File: src/rtl/bcs_defs.vh
// Constants for the buck converter sequencer
`ifndef BCS_DEFS_VH
`define BCS_DEFS_VH
`define BCS_CLK_HZ          100000000
`define BCS_SS_STEPS        64
`define BCS_SS_CYCLES       4096
`define BCS_STEP_CYCLES     64
`define BCS_REF_W           6
`define BCS_REF_MAX         6'h3f
`define BCS_PER_W           10
`define BCS_PER_MIN         10'h02d
`define BCS_PER_MAX         10'h1f4
`define BCS_PER_DEFAULT     10'h064
`define BCS_FOLD_SHIFT      2
`define BCS_SHIFT_DEG       115
`define BCS_REFRESH_EVERY   4
`define BCS_RST_TIMEOUT_MS  200
`define BCS_RST_TIMEOUT_CYC (`BCS_CLK_HZ / 1000 * `BCS_RST_TIMEOUT_MS)
`define BCS_SYNC_LOST_MULT  8
`endif

File: src/rtl/bcs_osc.v
// Switching oscillator with sync lock, fallback and phase-shifted clock
`timescale 1ns/1ns
`default_nettype none
`include "bcs_defs.vh"
module bcs_osc (
  // Clock and reset
  input  wire                   clk,
  input  wire                   rst_n,
  // Control
  input  wire [`BCS_PER_W-1:0]  period,
  input  wire                   sync_in,
  input  wire                   fold,
  // Outputs
  output reg                    cycle_start,
  output reg                    phase_clock,
  output reg                    sync_locked
);
  reg  [`BCS_PER_W-1:0]   cnt;
  reg  [`BCS_PER_W-1:0]   sync_per;
  reg  [`BCS_PER_W+3:0]   lost_cnt;
  reg  [1:0]              fold_cnt;
  reg                     sync_d;
  wire                    sync_rise = sync_in & ~sync_d;
  wire [`BCS_PER_W-1:0]   cur_per = sync_locked ? sync_per : period;
  // Edge at 115 degrees of the running period
  wire [`BCS_PER_W+7:0]   shift_full = cur_per * 8'd115 / 9'd360;
  wire [`BCS_PER_W-1:0]   shift_at = shift_full[`BCS_PER_W-1:0];
  wire [`BCS_PER_W-1:0]   half = {1'b0, cur_per[`BCS_PER_W-1:1]};
  wire                    wrap = (cnt >= cur_per - 1'b1);
  // Eight internal periods of silence mean sync is lost
  wire [`BCS_PER_W+3:0]   lim = {1'b0, period, 3'h0};
  always @(posedge clk or negedge rst_n) begin
    if (!rst_n) begin
      cnt         <= {`BCS_PER_W{1'b0}};
      sync_per    <= `BCS_PER_DEFAULT;
      lost_cnt    <= {(`BCS_PER_W+4){1'b0}};
      fold_cnt    <= 2'h0;
      sync_d      <= 1'b0;
      sync_locked <= 1'b0;
      cycle_start <= 1'b0;
      phase_clock <= 1'b0;
    end else begin
      sync_d      <= sync_in;
      cycle_start <= 1'b0;
      if (sync_rise) begin
        // Sync edge restarts the cycle after a fixed one-clock delay
        if (sync_locked && cnt + 1'b1 >= `BCS_PER_MIN)
          sync_per <= cnt + 1'b1;
        sync_locked <= 1'b1;
        lost_cnt    <= {(`BCS_PER_W+4){1'b0}};
        cnt         <= {`BCS_PER_W{1'b0}};
        fold_cnt    <= fold_cnt + 2'h1;
        cycle_start <= !fold || (fold_cnt == 2'h3);
      end else begin
        if (sync_locked && lost_cnt >= lim)
          sync_locked <= 1'b0;
        else
          lost_cnt <= lost_cnt + 1'b1;
        if (wrap && !sync_locked) begin
          cnt         <= {`BCS_PER_W{1'b0}};
          fold_cnt    <= fold_cnt + 2'h1;
          cycle_start <= !fold || (fold_cnt == 2'h3);
        end else if (!wrap) begin
          cnt <= cnt + 1'b1;
        end
      end
      phase_clock <= (cnt >= shift_at) ? (cnt < shift_at + half) :
                     (cnt + cur_per < shift_at + half);
    end
  end
endmodule
`default_nettype wire

File: src/rtl/bcs_ramp.v
// Digital reference ramp for soft-start and soft-stop
`timescale 1ns/1ns
`default_nettype none
`include "bcs_defs.vh"
module bcs_ramp (
  // Clock and reset
  input  wire                   clk,
  input  wire                   rst_n,
  // Control
  input  wire                   osc_tick,
  input  wire                   go_up,
  input  wire                   clear,
  // Status
  output reg  [`BCS_REF_W-1:0]  level,
  output reg                    at_top,
  output reg                    at_zero
);
  reg [5:0] div;
  always @(posedge clk or negedge rst_n) begin
    if (!rst_n) begin
      level   <= {`BCS_REF_W{1'b0}};
      div     <= 6'h00;
      at_top  <= 1'b0;
      at_zero <= 1'b1;
    end else begin
      if (clear) begin
        level   <= {`BCS_REF_W{1'b0}};
        div     <= 6'h00;
        at_top  <= 1'b0;
        at_zero <= 1'b1;
      end else if (osc_tick) begin
        div <= div + 6'h01;
        // One step per 64 oscillator cycles: 63 steps take 4032 cycles
        if (div == 6'h3f) begin
          if (go_up && !at_top) begin
            level   <= level + 1'b1;
            at_zero <= 1'b0;
            at_top  <= (level == `BCS_REF_MAX - 1'b1);
          end else if (!go_up && !at_zero) begin
            level   <= level - 1'b1;
            at_top  <= 1'b0;
            at_zero <= (level == 6'h01);
          end
        end
      end
    end
  end
endmodule
`default_nettype wire

File: src/rtl/bcs_top.v
// Top of the buck converter sequencer: sequencing, switch control, status
`timescale 1ns/1ns
`default_nettype none
`include "bcs_defs.vh"
// Functional notes
// - Enable low turns switch off and drives reset and output-ok low.
// - Lockout release or enable rise ramps reference up in 64 steps; the ramp here takes 63 steps, 0 to 63.
// - Soft-start and soft-stop each last 4096 oscillator cycles; the full ramp here takes 4032 (63 steps of 64).
// - Enable low or supply loss lowers reference gradually to zero.
// - Stay off until supply at 4.5V; turn off below 4.3V.
// - Lock to external sync rising edges, each starting a switch turn-on.
// - Clock output at switching frequency, shifted 115 degrees.
// - Current at 2.8A turns switch off until next cycle.
// - During current limit, switching frequency folds back to one quarter.
// - Feedback below 0.2V in overload: shut off, then restart soft-start.
// - Reset output low whenever output below 92.5 percent.
// - Reset released after output good, soft-start done, then 200 ms.
// - Output-ok low below 92.5 percent; low enable forces it low.
// - Thermal shutdown at 170C; leave after 25C fall.
// - Thermal shutdown: switch off, low gate low, regulator off, flags low, restart.
// - Internal oscillator set by resistor, 200kHz to 2.2MHz.
// - Lost sync falls back to internal oscillator.
// - Each cycle turns switch on until duty or current limit.
// - Non-synchronous variant refreshes bootstrap in off-time every 4 cycles.
module bcs_top #(
  parameter RST_TIMEOUT_CYC = `BCS_RST_TIMEOUT_CYC,
  parameter SYNC_VARIANT    = 1
) (
  // Clock and reset
  input  wire                   clk,
  input  wire                   rst_n,
  // Host controls
  input  wire                   enable,
  input  wire                   sync_in,
  input  wire [`BCS_PER_W-1:0]  freq_set_pin,
  // Analog comparator results
  input  wire                   supply_above_on,
  input  wire                   supply_below_off,
  input  wire                   current_limit,
  input  wire                   fb_below_third,
  input  wire                   vout_above_good,
  input  wire                   temp_hot,
  input  wire                   temp_cooled,
  input  wire                   duty_reached,
  // Power stage
  output reg                    high_side_on,
  output reg                    low_side_gate_drive,
  output reg                    boot_refresh,
  output reg                    regulator_en,
  // Reference and clock
  output reg  [`BCS_REF_W-1:0]  soft_reference,
  output reg                    phase_clock_out,
  // Status
  output reg                    reset_out_n,
  output reg                    output_ok_flag,
  output reg                    thermal_shutdown,
  output reg                    soft_start_done
);
  localparam ST_OFF   = 3'h0;
  localparam ST_RAMP  = 3'h1;
  localparam ST_RUN   = 3'h2;
  localparam ST_STOP  = 3'h3;
  localparam ST_HICUP = 3'h4;

  reg  [2:0]             state;
  reg  [2:0]             next_state;
  reg                    supply_ok;
  reg                    enable_d;
  reg                    sw_on;
  reg                    limit_seen;
  reg  [1:0]             refresh_cnt;
  reg  [27:0]            timeout_cnt;
  reg  [`BCS_PER_W-1:0]  period;
  wire                   cycle_start;
  wire                   phase_clock;
  wire                   sync_locked;
  wire [`BCS_REF_W-1:0]  ramp_level;
  wire                   ramp_top;
  wire                   ramp_zero;
  wire                   enable_rise = enable & ~enable_d;
  wire                   go_up = (state == ST_RAMP) || (state == ST_RUN);
  wire                   ramp_clear = thermal_shutdown || (state == ST_OFF);
  wire                   running = (state != ST_OFF) && (state != ST_HICUP);
  wire                   off_cmd = !enable || !supply_ok;

  // Resistor-set rate clamped into the legal range
  always @(posedge clk or negedge rst_n) begin
    if (!rst_n)
      period <= `BCS_PER_DEFAULT;
    else if (freq_set_pin < `BCS_PER_MIN)
      period <= `BCS_PER_MIN;
    else if (freq_set_pin > `BCS_PER_MAX)
      period <= `BCS_PER_MAX;
    else
      period <= freq_set_pin;
  end

  bcs_osc u_osc (
    .clk         (clk),
    .rst_n       (rst_n),
    .period      (period),
    .sync_in     (sync_in),
    .fold        (limit_seen),
    .cycle_start (cycle_start),
    .phase_clock (phase_clock),
    .sync_locked (sync_locked)
  );

  bcs_ramp u_ramp (
    .clk      (clk),
    .rst_n    (rst_n),
    .osc_tick (cycle_start),
    .go_up    (go_up),
    .clear    (ramp_clear),
    .level    (ramp_level),
    .at_top   (ramp_top),
    .at_zero  (ramp_zero)
  );

  // Lockout with hysteresis and thermal latch
  always @(posedge clk or negedge rst_n) begin
    if (!rst_n) begin
      supply_ok        <= 1'b0;
      thermal_shutdown <= 1'b0;
      enable_d         <= 1'b0;
    end else begin
      enable_d <= enable;
      if (supply_below_off)
        supply_ok <= 1'b0;
      else if (supply_above_on)
        supply_ok <= 1'b1;
      if (temp_hot)
        thermal_shutdown <= 1'b1;
      else if (temp_cooled)
        thermal_shutdown <= 1'b0;
    end
  end

  // Sequencer
  always @* begin
    next_state = state;
    case (state)
      ST_OFF:
        if (enable && supply_ok && !thermal_shutdown)
          next_state = ST_RAMP;
      ST_RAMP:
        if (off_cmd)
          next_state = ST_STOP;
        else if (ramp_top)
          next_state = ST_RUN;
      ST_RUN:
        if (off_cmd)
          next_state = ST_STOP;
        else if (limit_seen && fb_below_third)
          next_state = ST_HICUP;
      ST_STOP:
        if (ramp_zero)
          next_state = ST_OFF;
        else if (enable_rise && supply_ok)
          next_state = ST_RAMP;
      ST_HICUP:
        next_state = ST_OFF;
      default:
        next_state = ST_OFF;
    endcase
    if (thermal_shutdown)
      next_state = ST_OFF;
  end

  // Switch timing per cycle
  always @(posedge clk or negedge rst_n) begin
    if (!rst_n) begin
      state       <= ST_OFF;
      sw_on       <= 1'b0;
      limit_seen  <= 1'b0;
      refresh_cnt <= 2'h0;
    end else begin
      state <= next_state;
      if (!running || thermal_shutdown || !enable) begin
        sw_on      <= 1'b0;
        limit_seen <= 1'b0;
      end else if (cycle_start) begin
        sw_on       <= !current_limit;
        limit_seen  <= current_limit;
        refresh_cnt <= refresh_cnt + 2'h1;
      end else if (current_limit) begin
        // Held off until the next cycle starts
        sw_on      <= 1'b0;
        limit_seen <= 1'b1;
      end else if (duty_reached) begin
        sw_on <= 1'b0;
      end
    end
  end

  // Registered pin outputs
  always @(posedge clk or negedge rst_n) begin
    if (!rst_n) begin
      high_side_on        <= 1'b0;
      low_side_gate_drive <= 1'b0;
      boot_refresh        <= 1'b0;
      regulator_en        <= 1'b0;
      soft_reference      <= {`BCS_REF_W{1'b0}};
      phase_clock_out     <= 1'b0;
      soft_start_done     <= 1'b0;
    end else begin
      high_side_on        <= sw_on && !thermal_shutdown;
      // Synchronous variant drives the low side in the off-time
      low_side_gate_drive <= (SYNC_VARIANT != 0) && running && !sw_on &&
                             !high_side_on && !thermal_shutdown;
      // Refresh only on one cycle in four, to limit ripple at light load
      boot_refresh        <= (SYNC_VARIANT == 0) && running && !sw_on &&
                             (refresh_cnt == 2'h0) && !thermal_shutdown;
      regulator_en        <= !thermal_shutdown;
      soft_reference      <= ramp_level;
      phase_clock_out     <= phase_clock && running;
      soft_start_done     <= (state == ST_RUN);
    end
  end

  // Reset timeout and output-ok
  always @(posedge clk or negedge rst_n) begin
    if (!rst_n) begin
      timeout_cnt    <= 28'h0000000;
      reset_out_n    <= 1'b0;
      output_ok_flag <= 1'b0;
    end else begin
      if (!enable || thermal_shutdown || !vout_above_good) begin
        timeout_cnt <= 28'h0000000;
        reset_out_n <= 1'b0;
      end else if (state == ST_RUN) begin
        if (timeout_cnt >= RST_TIMEOUT_CYC - 1)
          reset_out_n <= 1'b1;
        else
          timeout_cnt <= timeout_cnt + 28'h0000001;
      end
      output_ok_flag <= enable && !thermal_shutdown && vout_above_good;
    end
  end
endmodule
`default_nettype wire

File: config.mk
export PLATFORM = sky130hd
export DESIGN_NAME = bcs_top
export DESIGN_NICKNAME = d
export VERILOG_FILES = /design/src/rtl/bcs_osc.v /design/src/rtl/bcs_ramp.v /design/src/rtl/bcs_top.v
export VERILOG_INCLUDE_DIRS = /design/src /design/src/rtl
export SDC_FILE = /design/constraint.sdc
export NUM_CORES = 1
export LEC_CHECK = 0
export ABC_AREA = 1
export BUFFER_PORTS_ARGS = -buffer_cell sky130_fd_sc_hd__buf_4
export CAP_MARGIN = 20
export CORE_ASPECT_RATIO = 0.9
export CORE_MARGIN = 2
export CORE_UTILIZATION = 60
export CTS_CLUSTER_DIAMETER = 100
export DETAILED_ROUTE_END_ITERATION = 10
export PLACE_DENSITY = 0.75
export SLEW_MARGIN = 20
export SYNTH_ARGS = -nofsm -noshare
export SYNTH_HDL_FRONTEND = slang
export SYNTH_SLANG_ARGS = --single-unit
export TNS_END_PERCENT = 5
File: constraint.sdc
create_clock -name clk -period 14.6 [get_ports clk]
set_clock_uncertainty 0.15 [all_clocks]
set_input_delay 1.46 -clock clk [delete_from_list [all_inputs] [get_ports clk]]
set_output_delay 1.46 -clock clk [all_outputs]
set_load 0.1 [all_outputs]
==> metrics.cfg <==
[logic_synthesis]
synth_commonest_cells=256 x nand2_1, 214 x inv_1, 126 x ha_1
synth-seq-cells=113
seq_area_frac_synth=0.264
synthAdderAreaFrac=0.186
synth.area.top_cells=dfrtp_1 25%, ha_1 15%, nand2_1 9.0%, inv_1 7.5%, nand3_1 4.9%
post_synth_num_cell_types=61
yosys.area_share.simple=0.302
syn_area_sq_um=10700
ys.warnings.count=0
synth_top_family_by_area=simple AND/OR/NAND/NOR gates
synth-compound-area-share=0.115
synth.avg_cell_area_sq_um=7.60
async_reset_ff_frac=1.00
yosysMostFrequentCell=nand2_1
yosys.area.top_type=dfrtp_1
synth_mux_area_frac=0.00105
synth-edff-count=0
synth_xor_area_frac=0.0464
synth_top_cell_area_share=0.247
synth_flop_cell=dfrtp_1
netlist_instances=1412

[job]
cap_violations=0

[timing]
rsz0062_at_grt=false
setup_viol=0
holdWs_ps=235
slew_headroom=0.286
clock.fmax_ghz=0.0814
layout_min_cycle_time_ps=12290
tns_ps=0
period_share=0.842
final-hold-violation-count=0
worstMarginPinSlew_ps=1060
slew_violations=0

[placement]
dp_hpwl_um=18400
placed_cell_area_sq_um=11300
port_buffers=35
gp_congestion=0.927

[setup_path]
slowest_delay_ps=560
end_kind=flop
crit_arrival_ps=12460
crit_cells=68
cp_top_family=simple AND/OR/NAND/NOR gates
crit_top_cell=nand2_2
cp-start-kind=flop
crit_buf_inv=7
required_ps=14770
crit_fanout=15
criticalPathCategory=flop to flop
slowest_stage=dfrtp_1
ff2ff_path_depth=68

[global_routing]
grt_remaining_overflow=0
grt_pass1_wl_um=40400
antenna_found_initial=0
grt_max_degree=78
grt_pass1_vias=8579
grt_usage=0.256

[die]
fp.coreArea_sq_um=17600
die_y_um=131
rows=46
io-pin-count=37
fp.dieArea_sq_um=19000
die_w_um=145
initial_core_util=0.612

[final_layout]
fillCellCount=1473
n_antenna_cell=0
design_area_sq_um=12000
layout-drive-gt1-share=0.148
syn_to_final_growth_pct=11.9
num-nets-final=1638

[clocking]
postCtsSetupBuffers=0
cts_root_buf=clkbuf_16
clkLatencyLatePin_ps=410
h-tree-depth=4
cts-buffers-inserted=17
cts_sinks=113
tritoncts=done
cts_max_path_buffers=2
ctsHoldBuffers=0
clk_pin_slew_ps=60
ctsResizeCount=0

[status]
status=completed

[route]
wl_um=23800
drtAntennaViolNets=0
initialDrtViolationCount=513
drtPass1Iterations=5
drc=0
routedWlPerCell_um=13.8
vias_per_cell=5.37
vias=9253

[min_path]
whs_path_depth=0
hold_path.class=flop to flop

kinds of logic after synthesis:
group,Yosys count
xor+xnor,56
flops,113
compound gates,212
simple gates,640
mux,1
fa+ha+maj,147
other cells,1
buf+inv,242
sequential cells by signal (all words and copies together) (netlist names), 2 cells and up:
| name | cells |
|---|---|
| u_ramp.div | 6 |
| period | 10 |
| u_osc.lost_cnt | 14 |
| u_ramp.level | 6 |
| state | 3 |
| timeout_cnt | 28 |
| soft_reference | 6 |
| u_osc.cnt | 10 |
| u_osc.fold_cnt | 2 |
| u_osc.sync_per | 10 |
layout by cell type (no fill, tap or decap), types with 5 or more instances in the layout:
master / n
nor2_4: 9
nor2_2: 9
bufinv_16: 5
fa_1: 21
nand3_2: 8
nand3_1: 105
inv_1: 214
dfstp_2: 7
o21ai_0: 70
o21ai_1: 5
o21a_1: 11
nand2_2: 42
nand2_1: 256
xnor2_1: 11
nor3_1: 23
clkinv_2: 5
o22ai_1: 7
a21o_1: 5
ha_1: 126
inv_2: 19
clkbuf_16: 17
nand4_1: 22
a21oi_1: 75
o21bai_1: 6
xor2_1: 44
buf_4: 42
nor2_1: 109
or2_2: 11
nand2_4: 22
dfrtp_1: 106
layer usage:
layer | vias to the layer above | part of all wire | global-route usage
li1 | 4728 | - | -
met1 | 4317 | 0.50 | 0.362
met2 | 184 | 0.46 | 0.420
met3 | 24 | 0.034 | 0.0361
met4 | 0 | 0.010 | 0.0623
met5 | - | 0 | 0
worst paths after layout:
kind	slack, ps	to	startpoint
setup / recovery	2310	u_osc.phase_clock	u_osc.sync_locked
hold / removal	240	soft_reference[5]	u_ramp.level[5]
setup reg to reg	2310	u_osc.phase_clock	u_osc.sync_locked
hold reg to reg	240	soft_reference[5]	u_ramp.level[5]
max in group asynchronous	12390	period[6]	rst_n
min in group asynchronous	850	low_side_gate_drive	rst_n
metrics by stage:
step	utilization	std cells	worst slack, ps
after floorplan	-	1413	3690
after global placement	0.645	1689	2890
after detailed placement	0.645	1689	2470
after CTS	0.683	1721	2410
after global routing	0.684	1722	1270
final	0.684	1722	2310
area by class of cell:
| type | instances | area [sq um] | share of cell area |
|---|---|---|---|
| inverter | 236 | 891 | 0.0742 |
| clock inverter | 11 | 183 | 0.0152 |
| tap | 240 | 300 | 0.0250 |
| multi-input combinational | 1058 | 6990 | 0.582 |
| clock buffer | 21 | 470 | 0.0392 |
| sequential | 113 | 2840 | 0.236 |
| timing repair buffer | 43 | 343 | 0.0285 |
Power is left out: the tool's default activity adds up to more than one toggle a clock period on the data nets, which glitch-free logic cannot reach.
